<file path="config.mk">
export PLATFORM = sky130hd
export DESIGN_NAME = maint_chan
export DESIGN_NICKNAME = d
export VERILOG_FILES = /design/src/hdl/maint_chan_pkg.sv /design/src/hdl/maint_chan.sv
export VERILOG_INCLUDE_DIRS = /design/src /design/src/hdl
export SDC_FILE = /design/constraint.sdc
export NUM_CORES = 1
export LEC_CHECK = 0
export BUFFER_PORTS_ARGS = -buffer_cell sky130_fd_sc_hd__clkbuf_2
export CAP_MARGIN = 20
export CORE_MARGIN = 2
export CORE_UTILIZATION = 36
export DETAILED_ROUTE_END_ITERATION = 10
export GPL_TIMING_DRIVEN = 0
export SETUP_SLACK_MARGIN = 0.4
export SYNTH_ARGS = -nofsm -noshare
export SYNTH_HDL_FRONTEND = slang
export SYNTH_HIERARCHICAL = 1
export SYNTH_SLANG_ARGS = --single-unit
</file>
<file path="constraint.sdc">
create_clock -name pclk -period 4.2 [get_ports pclk]
set_input_delay 0.84 -clock pclk [delete_from_list [all_inputs] [get_ports pclk]]
set_output_delay 0.84 -clock pclk [all_outputs]
set_load 0.1 [all_outputs]
</file>
<file path="src/hdl/maint_chan_params.svh">
`ifndef MAINT_CHAN_PARAMS_SVH
`define MAINT_CHAN_PARAMS_SVH

// Register byte offsets
`define OFS_COMMAND 8'h00
`define OFS_LOW_WORD 8'h04
`define OFS_HIGH_WORD 8'h08
`define OFS_SC2_WORD 8'h0C
`define OFS_STATUS 8'h10

// Command register bit positions (write one to issue)
`define CMD_SC1Q_MF_EN 0
`define CMD_SC2_MF_EN 1
`define CMD_SC1Q_MF_DIS 2
`define CMD_SC2_MF_DIS 3
`define CMD_VALID_ON 4
`define CMD_VALID_OFF 5
`define CMD_SIX_ON 6
`define CMD_SIX_OFF 7
`define CMD_SINGLE_ON 8

// Status register field positions
`define STS_RX_SC1Q_LSB 0
`define STS_RX_SC2_LSB 4
`define STS_FRAME_LSB 8
`define STS_REPEAT_LSB 16
`define STS_HP_FILL_LSB 20

// Reset values
`define RST_WORD 4'h0
`define RST_PRDATA 32'h0000_0000

// Line timing counts and high-priority buffer depth
`define FRAMES_PER_MF 20
`define FA_PERIOD 5
`define SIX_REPEATS 6
`define VALID_REPEATS 3
`define HP_DEPTH 2

`endif

</file>
<file path="src/hdl/maint_chan_pkg.sv">
package maint_chan_pkg;

	typedef struct packed {
		logic valid;
		logic [3:0] sc1q;
		logic [3:0] sc2;
	} rx_words_t;

	typedef struct packed {
		logic fa_invert;
		logic m_bit;
		logic [3:0] sc1q;
		logic [3:0] sc2;
	} tx_bits_t;

	typedef struct packed {
		logic sc1q_mf_en;
		logic sc2_mf_en;
		logic validate_on;
		logic six_on;
		logic single_on;
	} ctrl_t;

endpackage

</file>
<file path="src/hdl/maint_chan.sv">
// Notes on behaviour
// - Maintenance words are four bits, one per twenty-frame multiframe, 800 bit/s.
// - Each multiframe carries one SC1 word downstream and one Q word upstream.
// - Downstream also has SC2 to SC5 sub-channels; SC2 is sent here.
// - NT enable sends FA reversal every fifth frame, M every twentieth; unmasks interrupt.
// - Identification pattern only while transmitting INFO 2 or INFO 4.
// - In TE modes enable only unmasks the receive interrupt.
// - Disable stops NT pattern and masks receive interrupts in all modes.
// - Validation switched on and off by its two commands.
// - Validation decodes at multiframe end: interrupt now or after three equal words.
// - After a triple-checked interrupt, none until the received word changes.
// - Violation, power-loss and undefined SC1/Q codes interrupt after one reception.
// - Every SC2 word needs three identical receptions before its interrupt.
// - With validation off, any received word change interrupts at once.
// - Received codes cause only interrupts, no other action.
// - Low-priority word sent continually; high-priority word sent once.
// - High-priority register holds two loads; controller limits three per 10 ms.
// - Six counter interrupts every six multiframes and repeats low word six times.
// - Single counter interrupts every multiframe and disables six-times logic.
// - With both counters on, the single counter wins.
// - New low word starts at next six boundary; otherwise old word repeats.
// - High word goes out on next boundary, then low word resumes.
// - SC2 word starts on next six boundary and recycles if not reloaded.
`timescale 1ns/10ps
`include "maint_chan_params.svh"

module rx_validator (
	input wire logic pclk,
	input wire logic presetn,
	input wire logic strobe,
	input wire logic [3:0] word,
	input wire logic validate_on,
	input wire logic irq_enable,
	input wire logic single_code,
	output logic irq,
	output logic [3:0] last_word
);
	logic [1:0] count_reg, count_next;
	logic reported_reg, reported_next;
	logic irq_next;
	logic [3:0] last_next;

	always_comb begin
		count_next = count_reg;
		reported_next = reported_reg;
		last_next = last_word;
		irq_next = 1'b0;
		if (strobe) begin
			last_next = word;
			if (!validate_on) begin
				irq_next = (word != last_word);
				count_next = 2'd1;
				reported_next = 1'b0;
			end else if (word != last_word) begin
				count_next = 2'd1;
				reported_next = single_code;
				irq_next = single_code;
			end else begin
				if (count_reg != 2'(`VALID_REPEATS))
					count_next = count_reg + 2'd1;
				if (!reported_reg && count_next == 2'(`VALID_REPEATS)) begin
					irq_next = 1'b1;
					reported_next = 1'b1;
				end
			end
			irq_next = irq_next & irq_enable;
		end
	end

	always_ff @(posedge pclk or negedge presetn) begin
		if (!presetn) begin
			count_reg <= 2'd0;
			reported_reg <= 1'b0;
			last_word <= `RST_WORD;
			irq <= 1'b0;
		end else begin
			count_reg <= count_next;
			reported_reg <= reported_next;
			last_word <= last_next;
			irq <= irq_next;
		end
	end
endmodule

module maint_chan (
	input wire logic pclk,
	input wire logic presetn,
	input wire logic psel,
	input wire logic penable,
	input wire logic pwrite,
	input wire logic [7:0] paddr,
	input wire logic [31:0] pwdata,
	output logic [31:0] prdata,
	output logic pready,
	output logic pslverr,
	input wire logic nt_mode,
	input wire logic tx_info_active,
	input wire logic frame_tick,
	input wire maint_chan_pkg::rx_words_t rx_words,
	output maint_chan_pkg::tx_bits_t tx_bits,
	output logic sc1q_receive_irq,
	output logic sc2_receive_irq,
	output logic repeat_counter_irq
);
	maint_chan_pkg::ctrl_t ctrl_reg, ctrl_next;
	logic [3:0] low_priority_tx_word, low_next;
	logic [3:0] sc2_tx_word, sc2_next;
	logic [3:0] high_buf_reg [`HP_DEPTH];
	logic [3:0] high_buf_next [`HP_DEPTH];
	logic [1:0] hp_fill_reg, hp_fill_next;
	logic [4:0] frame_reg, frame_next;
	logic [2:0] fa_reg, fa_next;
	logic [2:0] repeat_reg, repeat_next;
	logic [3:0] low_cur_reg, low_cur_next;
	logic [3:0] sc2_cur_reg, sc2_cur_next;
	maint_chan_pkg::tx_bits_t tx_next;
	logic rep_irq_next;
	logic [31:0] prdata_next;
	logic pready_next, pslverr_next;
	logic access, wr_en, hp_write, boundary, six_boundary, six_active, pattern_on;
	logic [3:0] sc1q_last, sc2_last;
	logic sc1q_single;

	function automatic logic single_check(input logic nt, input logic [3:0] w);
		if (nt)
			return !(w inside {4'hF, 4'h1, 4'h7, 4'hB, 4'h3});
		return !(w inside {4'h0, 4'h2, 4'h1, 4'h7, 4'h3, 4'hD, 4'hB, 4'h9, 4'hA});
	endfunction

	assign access = psel && penable && pready;
	assign wr_en = access && pwrite;
	assign hp_write = wr_en && paddr == `OFS_HIGH_WORD;
	assign boundary = frame_tick && frame_reg == 5'(`FRAMES_PER_MF - 1);
	assign six_boundary = boundary && repeat_reg == 3'd0;
	assign six_active = ctrl_reg.six_on && !ctrl_reg.single_on;
	// pattern only in NT, during INFO 2 or 4
	assign pattern_on = nt_mode && tx_info_active && ctrl_reg.sc1q_mf_en;
	assign sc1q_single = single_check(nt_mode, rx_words.sc1q);

	// Command and register writes
	always_comb begin
		ctrl_next = ctrl_reg;
		low_next = low_priority_tx_word;
		sc2_next = sc2_tx_word;
		if (wr_en && paddr == `OFS_COMMAND) begin
			// enable and disable commands, disable wins
			ctrl_next.sc1q_mf_en = (ctrl_reg.sc1q_mf_en | pwdata[`CMD_SC1Q_MF_EN])
				& !pwdata[`CMD_SC1Q_MF_DIS];
			ctrl_next.sc2_mf_en = (ctrl_reg.sc2_mf_en | pwdata[`CMD_SC2_MF_EN])
				& !pwdata[`CMD_SC2_MF_DIS];
			ctrl_next.validate_on = (ctrl_reg.validate_on | pwdata[`CMD_VALID_ON])
				& !pwdata[`CMD_VALID_OFF];
			ctrl_next.six_on = (ctrl_reg.six_on | pwdata[`CMD_SIX_ON])
				& !pwdata[`CMD_SIX_OFF];
			ctrl_next.single_on = ctrl_reg.single_on | pwdata[`CMD_SINGLE_ON];
		end
		if (wr_en && paddr == `OFS_LOW_WORD)
			low_next = pwdata[3:0];
		if (wr_en && paddr == `OFS_SC2_WORD)
			sc2_next = pwdata[3:0];
	end

	always_ff @(posedge pclk or negedge presetn) begin
		if (!presetn) begin
			ctrl_reg <= '0;
			low_priority_tx_word <= `RST_WORD;
			sc2_tx_word <= `RST_WORD;
		end else begin
			ctrl_reg <= ctrl_next;
			low_priority_tx_word <= low_next;
			sc2_tx_word <= sc2_next;
		end
	end

	// Line side: framing, repetition and transmit words
	always_comb begin
		frame_next = frame_reg;
		fa_next = fa_reg;
		repeat_next = repeat_reg;
		low_cur_next = low_cur_reg;
		sc2_cur_next = sc2_cur_reg;
		tx_next = tx_bits;
		rep_irq_next = 1'b0;
		high_buf_next = high_buf_reg;
		hp_fill_next = hp_fill_reg;
		if (frame_tick) begin
			frame_next = boundary ? 5'd0 : frame_reg + 5'd1;
			fa_next = (fa_reg == 3'(`FA_PERIOD - 1)) || boundary ? 3'd0 : fa_reg + 3'd1;
			tx_next.fa_invert = pattern_on && fa_next == 3'd0;
			tx_next.m_bit = pattern_on && frame_next == 5'd0;
		end
		if (boundary) begin
			repeat_next = (repeat_reg == 3'(`SIX_REPEATS - 1)) ? 3'd0 : repeat_reg + 3'd1;
			if (ctrl_reg.single_on)
				rep_irq_next = 1'b1;
			else if (ctrl_reg.six_on)
				rep_irq_next = six_boundary;
			if (six_boundary || !six_active) begin
				low_cur_next = low_priority_tx_word;
				sc2_cur_next = sc2_tx_word;
			end
			tx_next.sc2 = (six_boundary || !six_active) ? sc2_tx_word : sc2_cur_reg;
			// high word once, else low word
			if (hp_fill_reg != 2'd0) begin
				tx_next.sc1q = high_buf_reg[0];
				high_buf_next[0] = high_buf_reg[1];
				hp_fill_next = hp_fill_reg - 2'd1;
			end else begin
				tx_next.sc1q = (six_boundary || !six_active) ? low_priority_tx_word
					: low_cur_reg;
			end
		end
		// two-deep high-priority buffer; a load into a full buffer is dropped unless a word goes out in that cycle
		if (hp_write && hp_fill_next != 2'(`HP_DEPTH)) begin
			high_buf_next[hp_fill_next[0]] = pwdata[3:0];
			hp_fill_next = hp_fill_next + 2'd1;
		end
	end

	always_ff @(posedge pclk or negedge presetn) begin
		if (!presetn) begin
			frame_reg <= 5'd0;
			fa_reg <= 3'd0;
			repeat_reg <= 3'd0;
			low_cur_reg <= `RST_WORD;
			sc2_cur_reg <= `RST_WORD;
			tx_bits <= '0;
			repeat_counter_irq <= 1'b0;
			high_buf_reg[0] <= `RST_WORD;
			high_buf_reg[1] <= `RST_WORD;
			hp_fill_reg <= 2'd0;
		end else begin
			frame_reg <= frame_next;
			fa_reg <= fa_next;
			repeat_reg <= repeat_next;
			low_cur_reg <= low_cur_next;
			sc2_cur_reg <= sc2_cur_next;
			tx_bits <= tx_next;
			repeat_counter_irq <= rep_irq_next;
			high_buf_reg <= high_buf_next;
			hp_fill_reg <= hp_fill_next;
		end
	end

	// receive words only raise gated interrupts
	rx_validator sc1q_check (
		.pclk(pclk),
		.presetn(presetn),
		.strobe(rx_words.valid),
		.word(rx_words.sc1q),
		.validate_on(ctrl_reg.validate_on),
		.irq_enable(ctrl_reg.sc1q_mf_en),
		.single_code(sc1q_single),
		.irq(sc1q_receive_irq),
		.last_word(sc1q_last)
	);

	rx_validator sc2_check (
		.pclk(pclk),
		.presetn(presetn),
		.strobe(rx_words.valid),
		.word(rx_words.sc2),
		.validate_on(ctrl_reg.validate_on),
		.irq_enable(ctrl_reg.sc2_mf_en),
		.single_code(1'b0),
		.irq(sc2_receive_irq),
		.last_word(sc2_last)
	);

	// APB slave: one wait state, error on unmapped address
	always_comb begin
		pready_next = psel && penable && !pready;
		prdata_next = prdata;
		pslverr_next = 1'b0;
		if (pready_next) begin
			prdata_next = `RST_PRDATA;
			case (paddr)
				`OFS_COMMAND: prdata_next = {27'h0, ctrl_reg};
				`OFS_LOW_WORD: prdata_next = {28'h0, low_priority_tx_word};
				`OFS_HIGH_WORD: prdata_next = {28'h0, high_buf_reg[0]};
				`OFS_SC2_WORD: prdata_next = {28'h0, sc2_tx_word};
				`OFS_STATUS: begin
					prdata_next[`STS_RX_SC1Q_LSB +: 4] = sc1q_last;
					prdata_next[`STS_RX_SC2_LSB +: 4] = sc2_last;
					prdata_next[`STS_FRAME_LSB +: 5] = frame_reg;
					prdata_next[`STS_REPEAT_LSB +: 3] = repeat_reg;
					prdata_next[`STS_HP_FILL_LSB +: 2] = hp_fill_reg;
				end
				default: pslverr_next = 1'b1;
			endcase
		end
	end

	always_ff @(posedge pclk or negedge presetn) begin
		if (!presetn) begin
			prdata <= `RST_PRDATA;
			pready <= 1'b0;
			pslverr <= 1'b0;
		end else begin
			prdata <= prdata_next;
			pready <= pready_next;
			pslverr <= pslverr_next;
		end
	end
endmodule

</file>
==> results of run 1 <==
==> per-stage QoR <==
stage / cell area (µm²) / util / total power, mW
floorplan: 4290 / - / 1.32
global placement: 4790 / 0.418 / 1.43
detailed placement: 4820 / 0.421 / 1.45
CTS: 5110 / 0.445 / 2.21
global route: 5110 / 0.446 / 2.30
finish: 5110 / 0.446 / 2.19
==> power by group <==
group          switching (mW)  total, mW  internal, mW
sequential             0.0674      0.951         0.883
combinational           0.325      0.485         0.159
clock                   0.332      0.751         0.420
total                   0.724       2.19          1.46
==> final timing paths <==
| path | endpoint | slack, ps |
|---|---|---|
| worst max-delay path | register | 820 |
| worst min register to register | tx_bits[5] | 490 |
| worst max register to register | register | 820 |
| max in group asynchronous | async pin | 3120 |
| min in group pclk | tx_bits[5] | 490 |
| worst min-delay path | sc2_cur_reg[3] | 460 |
==> cell families after synthesis <==
group / synth area share
AO/OA/AOI/OAI: 0.141
AND/OR/NAND/NOR: 0.128
flip-flops: 0.502
multiplexers: 0.135
buffers and inverters: 0.0531
XOR/XNOR: 0.0227
adder cells (fa/ha/maj): 0.0177
other: 0.000885
==> cells in the final DEF (no fill, tap or decap), types with 5 or more instances in the layout <==
cell,n
nor3_1,5
conb_1,16
nor2_1,14
dfrtp_1,85
a21oi_1,17
a22o_1,15
mux2_2,37
clkbuf_16,9
xor2_1,9
mux2i_1,8
buf_4,15
nand2_1,25
inv_1,13
clkbuf_2,64
o21ai_0,21
ha_1,6
clkbuf_1,8
nor4_4,5
==> metal layers <==
layer	vias to the layer above	GRT usage	part of all wire
met1	1559	0.210	0.46
met4	0	0.0512	0.017
met2	69	0.265	0.48
met3	12	0.0437	0.044
met5	-	0	0
li1	1504	-	-
==> worst reg2reg max path, stage by stage (launching register included) <==
cell,delay [ps]
dfrtp_1,480
ha_1,320
nand4bb_1,200
or4b_2,710
nand2_1,110
inv_1,50
ha_1,180
or2b_1,250
nor4_4,260
ha_1,350
mux2_2,370
==> final cells by class <==
cell class / count / share of cell area
clock buffers: 10 / 0.0467
plain buffers: 28 / 0.0338
inverters: 14 / 0.0103
well taps: 143 / 0.0350
repair buffers: 66 / 0.0695
multi-input cells: 256 / 0.380
clock inverters: 6 / 0.00881
flip-flops and latches: 85 / 0.416
==> results.py, run 1 <==
metrics = {
    "placement": {
        "place_ws_ps": 457,
        "dp_cells": 591,
        "globalplace.congestion": 0.826,
        "dp.final_hpwl_um": 7300,
        "port_buffers": 64,
    },
    "die": {
        "die-area_mm2": 0.0127,
        "ios": 104,
        "fp.dieH_um": 112,
        "core.rowCount": 39,
        "die_w_um": 112,
        "start_util": 0.370,
        "coreArea_mm2": 0.0115,
    },
    "detailed_routing": {
        "num_vias": 3144,
        "finalWirelength_um": 9600,
        "ant_nets": 0,
        "wl_per_cell_um": 15.8,
        "remaining_drc_errors": 0,
        "dr.first_iter.drc_count": 186,
        "firstDrtPassIters": 4,
        "vias_per_cell": 5.17,
    },
    "synth": {
        "synth_top_area_cell": "dfrtp_1",
        "yosysWarnings": 6,
        "synthTopCellsByCount": "85 x dfrtp_1, 37 x mux2_2, 25 x nand2_1, 21 x o21ai_0, 17 x a21oi_1",
        "avgSynthCellArea_um2": 11.5,
        "yosysTopAreaCellShare": 0.502,
        "synth_ff_type": "dfrtp_1",
        "yosysMostFrequentCell": "dfrtp_1",
        "synthArstFlopShare": 1.00,
        "synth_cells": 368,
        "ys_types": 58,
        "synth_edf_count": 0,
        "synth.cell_area_mm2": 0.00424,
        "ys_seq_area_frac": 0.502,
        "synth_area_leaders": "dfrtp_1 50%, mux2_2 9.8%, a22o_1 3.1%",
        "ys_ff_latch": 85,
    },
    "sta": {
        "fin_ws_ps": 818,
        "whs_ps": 463,
        "setup_tns_ps": 0,
        "maxSlewHeadroom": 0.489,
        "fmax_mhz": 296,
        "setup_viol": 0,
        "fin_crit_sh": 0.805,
        "finalCriticalPeriod_ps": 3380,
        "slew_viol_final": 0,
        "rsz0062_at_grt": "no",
        "finClkSkew_ps": 4.52,
        "finalHoldViolations": 0,
        "worst_pin_slew_ps": 760,
    },
    "cts": {
        "holdBufCountCts": 0,
        "root_buffer": "clkbuf_16",
        "post_cts_resized": 0,
        "clock_sinks": 85,
        "cts_setup_buffers": 0,
        "clock_path_buffers": 2,
        "cts_buffers": 9,
        "clkLatencyLatePin_ps": 340,
        "cts_tree": "built",
        "cts_htree_levels": 3,
        "clk_pin_slew_ps": 60,
    },
    "grt": {
        "grt_remaining_overflow": 0,
        "grt_antenna_before_repair": 0,
        "grt_pass1_vias": 3160,
        "track_usage": 0.162,
        "grt_pass1_wl_um": 16200,
        "grt_max_degree": 58,
    },
    "run": {
        "maxCapViolCount": 0,
    },
    "setup_path": {
        "regToRegStartpoint": "frame_reg[0]",
        "crit_path_start": "frame_tick",
        "crit_type": "in2reg",
        "arrival_ps": 3610,
        "path_max_fanout": 8,
        "cp-end-kind": "register",
        "required_ps": 4430,
        "cp.depth": 10,
        "start_kind": "input port",
        "cpMostUsedCell": "ha_1",
        "slowest_stage": "or4b_2",
        "path_cells": "clkbuf_1, nand4bb_1, or4b_2, nand2_1, inv_1, ha_1, or2b_1, nor4_4, ha_1, mux2_2",
        "reg2regPathDepth": 10,
        "cp_top_family": "simple AND/OR/NAND/NOR gates",
        "cp.buffers_inverters": 2,
        "max_stage_delay_ps": 710,
    },
    "final_layout": {
        "reg_top3": "prdata (18), tx_bits (6)",
        "top_register": "prdata",
        "stdcell_count": 608,
        "drive_above_1_share": 0.340,
        "seqCellArea_mm2": 0.00213,
        "largest_register_ffs": 18,
        "syn2layout_area_growth_pct": 20.6,
        "multi_input_area_mm2": 0.00194,
        "final_nets": 523,
        "nFillCells": 1090,
        "diodes": 0,
    },
    "pwr": {
        "ir_drop_uv": 176,
        "power_density_mw_per_mm2": 428,
        "leakage_nw": 2.47,
    },
    "min_path": {
        "min_path_type": "in2async",
    },
    "status": {
        "status": "completed",
    },
}
Note: power is estimated with default switching activity, not from simulation.
==> run 2: changes to the inputs <==
==> constraint.sdc (replaced) <==
create_clock -name pclk -period 2.9 [get_ports pclk]
set_input_delay 0.58 -clock pclk [delete_from_list [all_inputs] [get_ports pclk]]
set_output_delay 0.58 -clock pclk [all_outputs]
set_load 0.1 [all_outputs]
==> run 2 against run 1 <==
Against the previous run:
- first-iteration DRC count did not move
- global-route usage is 0.61 points higher
- die area stayed put
- worst setup slack got worse by 660 ps
- register-to-register slack worse by 660 ps
- sequential power grew 44%
- critical path type is now reg2reg
- largest power group unchanged
==> results.py, run 2 (same netlist as run 1, synthesis figures left out) <==
metrics = {
    "status": {
        "status": "completed",
    },
    "sta": {
        "finClkSkew_ps": 12.4,
        "finalCriticalPeriod_ps": 2740,
        "finalHoldViolations": 0,
        "rsz0062_at_grt": "yes",
        "worst_pin_slew_ps": 783,
        "fin_crit_sh": 0.945,
        "setup_viol": 0,
        "fmax_mhz": 365,
        "slew_viol_final": 0,
        "maxSlewHeadroom": 0.474,
        "setup_tns_ps": 0,
    },
    "setup_path": {
        "reg2regPathDepth": 11,
        "crit_path_start": "frame_reg[3]",
        "regToRegStartpoint": "frame_reg[3]",
        "cp-end-kind": "register",
        "required_ps": 3130,
        "arrival_ps": 2970,
        "crit_type": "reg2reg",
        "start_kind": "register",
        "path_max_fanout": 4,
    },
    "final_layout": {
        "syn2layout_area_growth_pct": 26.8,
        "final_cell_mix": "83 x dfrtp_1, 63 x clkbuf_2, 33 x mux2_2, 29 x buf_4, 24 x nand2_1",
        "final_common_cell": "dfrtp_1",
        "design_area_mm2": 0.00538,
        "multi_input_area_mm2": 0.00205,
        "largest_register_ffs": 18,
        "seqCellArea_mm2": 0.00213,
        "drive_above_1_share": 0.389,
        "diodes": 0,
        "reg_top3": "prdata (18), tx_bits (6)",
        "final_nets": 537,
        "stdcell_count": 621,
        "nFillCells": 1025,
        "top_register": "prdata",
    },
    "die": {
        "fp.dieH_um": 112,
        "start_util": 0.370,
        "core.rowCount": 39,
        "coreArea_mm2": 0.0115,
        "ios": 104,
        "die_w_um": 112,
        "die-area_mm2": 0.0127,
    },
    "cts": {
        "root_buffer": "clkbuf_16",
        "cts_buffers": 9,
        "clkLatencyLatePin_ps": 340,
        "holdBufCountCts": 0,
        "clk_pin_slew_ps": 70,
        "cts_tree": "built",
        "clock_sinks": 85,
        "clock_path_buffers": 2,
        "cts_htree_levels": 3,
    },
    "detailed_routing": {
        "finalWirelength_um": 9940,
        "remaining_drc_errors": 0,
        "firstDrtPassIters": 4,
        "ant_nets": 0,
        "num_vias": 3190,
        "vias_per_cell": 5.14,
        "dr.first_iter.drc_count": 186,
        "wl_per_cell_um": 16.0,
    },
    "placement": {
        "dp.final_hpwl_um": 7160,
        "place_area_mm2": 0.00488,
        "globalplace.congestion": 0.788,
        "port_buffers": 64,
        "dp_cells": 592,
    },
    "grt": {
        "grt_max_degree": 57,
        "grt_pass1_vias": 3275,
        "grt_antenna_before_repair": 0,
        "grt_remaining_overflow": 0,
        "track_usage": 0.168,
        "grt_pass1_wl_um": 16800,
    },
    "pwr": {
        "leakage_nw": 2.59,
        "ir_drop_uv": 297,
        "power_density_mw_per_mm2": 629,
    },
    "min_path": {
        "min_path_type": "in2async",
    },
    "run": {
        "maxCapViolCount": 0,
    },
}
[run 2: cell types whose count changed in the layout (fill, tap and decap cells not counted), moves of 2 or more]
cell | previous run | this run
mux2_4 | 2 | 10
buf_4 | 15 | 29
clkbuf_8 | 1 | 4
ha_1 | 6 | 3
mux2_1 | 4 | 0
inv_6 | 2 | 0
dfrtp_1 | 85 | 83
dfrtp_2 | 0 | 2
clkbuf_1 | 8 | 6
ha_4 | 0 | 3
mux2_2 | 37 | 33
[run 2: repair_timing]
action | CTS | global route
hold endpoints to repair | 0 | 0
setup buffers | 10 | 4
pin swaps | 5 | 3
setup endpoints to repair | 10 | 10
resized for setup | 15 | 3
[run 2: report_power, final]
group | internal (mW) | total, mW | switching (mW) | leakage [nW]
clock network | 0.710 | 1.17 | 0.462 | 0.141
registers | 1.28 | 1.37 | 0.0897 | 1.13
logic | 0.325 | 0.834 | 0.509 | 1.32
total | 2.32 | 3.38 | 1.06 | 2.59
[run 2: per-stage QoR]
stage | hold WS (ps) | util | total power, mW | worst slack (ps)
finish | 227 | 0.469 | 3.38 | 159
global route | 255 | 0.469 | 3.55 | 90.8
CTS | 229 | 0.466 | 3.38 | 163
detailed placement | 485 | 0.426 | 2.10 | -334
global placement | 483 | 0.422 | 2.07 | -311
floorplan | 284 | - | 1.91 | -39.9
[run 2: metal layers]
layer | wire length, µm | track usage | vias to the layer above | share of wire
li1 | - | - | 1527 | -
met1 | 4560 | 0.228 | 1568 | 0.46
met2 | 4700 | 0.262 | 79 | 0.47
met3 | 445 | 0.0373 | 16 | 0.045
met4 | 232 | 0.0683 | 0 | 0.023
met5 | 0 | 0 | - | 0
[run 2: final timing paths]
check | endpoint | slack, ps
setup / recovery | register | 160
hold / removal | sc1q_check/count_reg[0] | 230
setup reg to reg | register | 160
hold reg to reg | prdata[6] | 500
max in group asynchronous | frame_reg[1] | 2040
min in group pclk | ctrl_reg[2] | 410
[run 2: cell type report]
class / instances / area share
clock buffer: 12 / 0.0477
sequential: 85 / 0.396
multi-input combinational: 256 / 0.381
inverter: 14 / 0.00978
clock inverter: 3 / 0.00838
tap: 143 / 0.0333
buffer: 28 / 0.0379
timing repair buffer: 80 / 0.0857
[run 2: critical path, stage by stage (launching register included)]
cell	delay (ps)
dfrtp_1	380
clkbuf_8	140
nand4bb_4	210
or4b_4	570
nand2_4	80
inv_2	50
ha_4	140
or2b_1	240
nor4_4	120
buf_4	190
ha_4	190
mux2_4	310
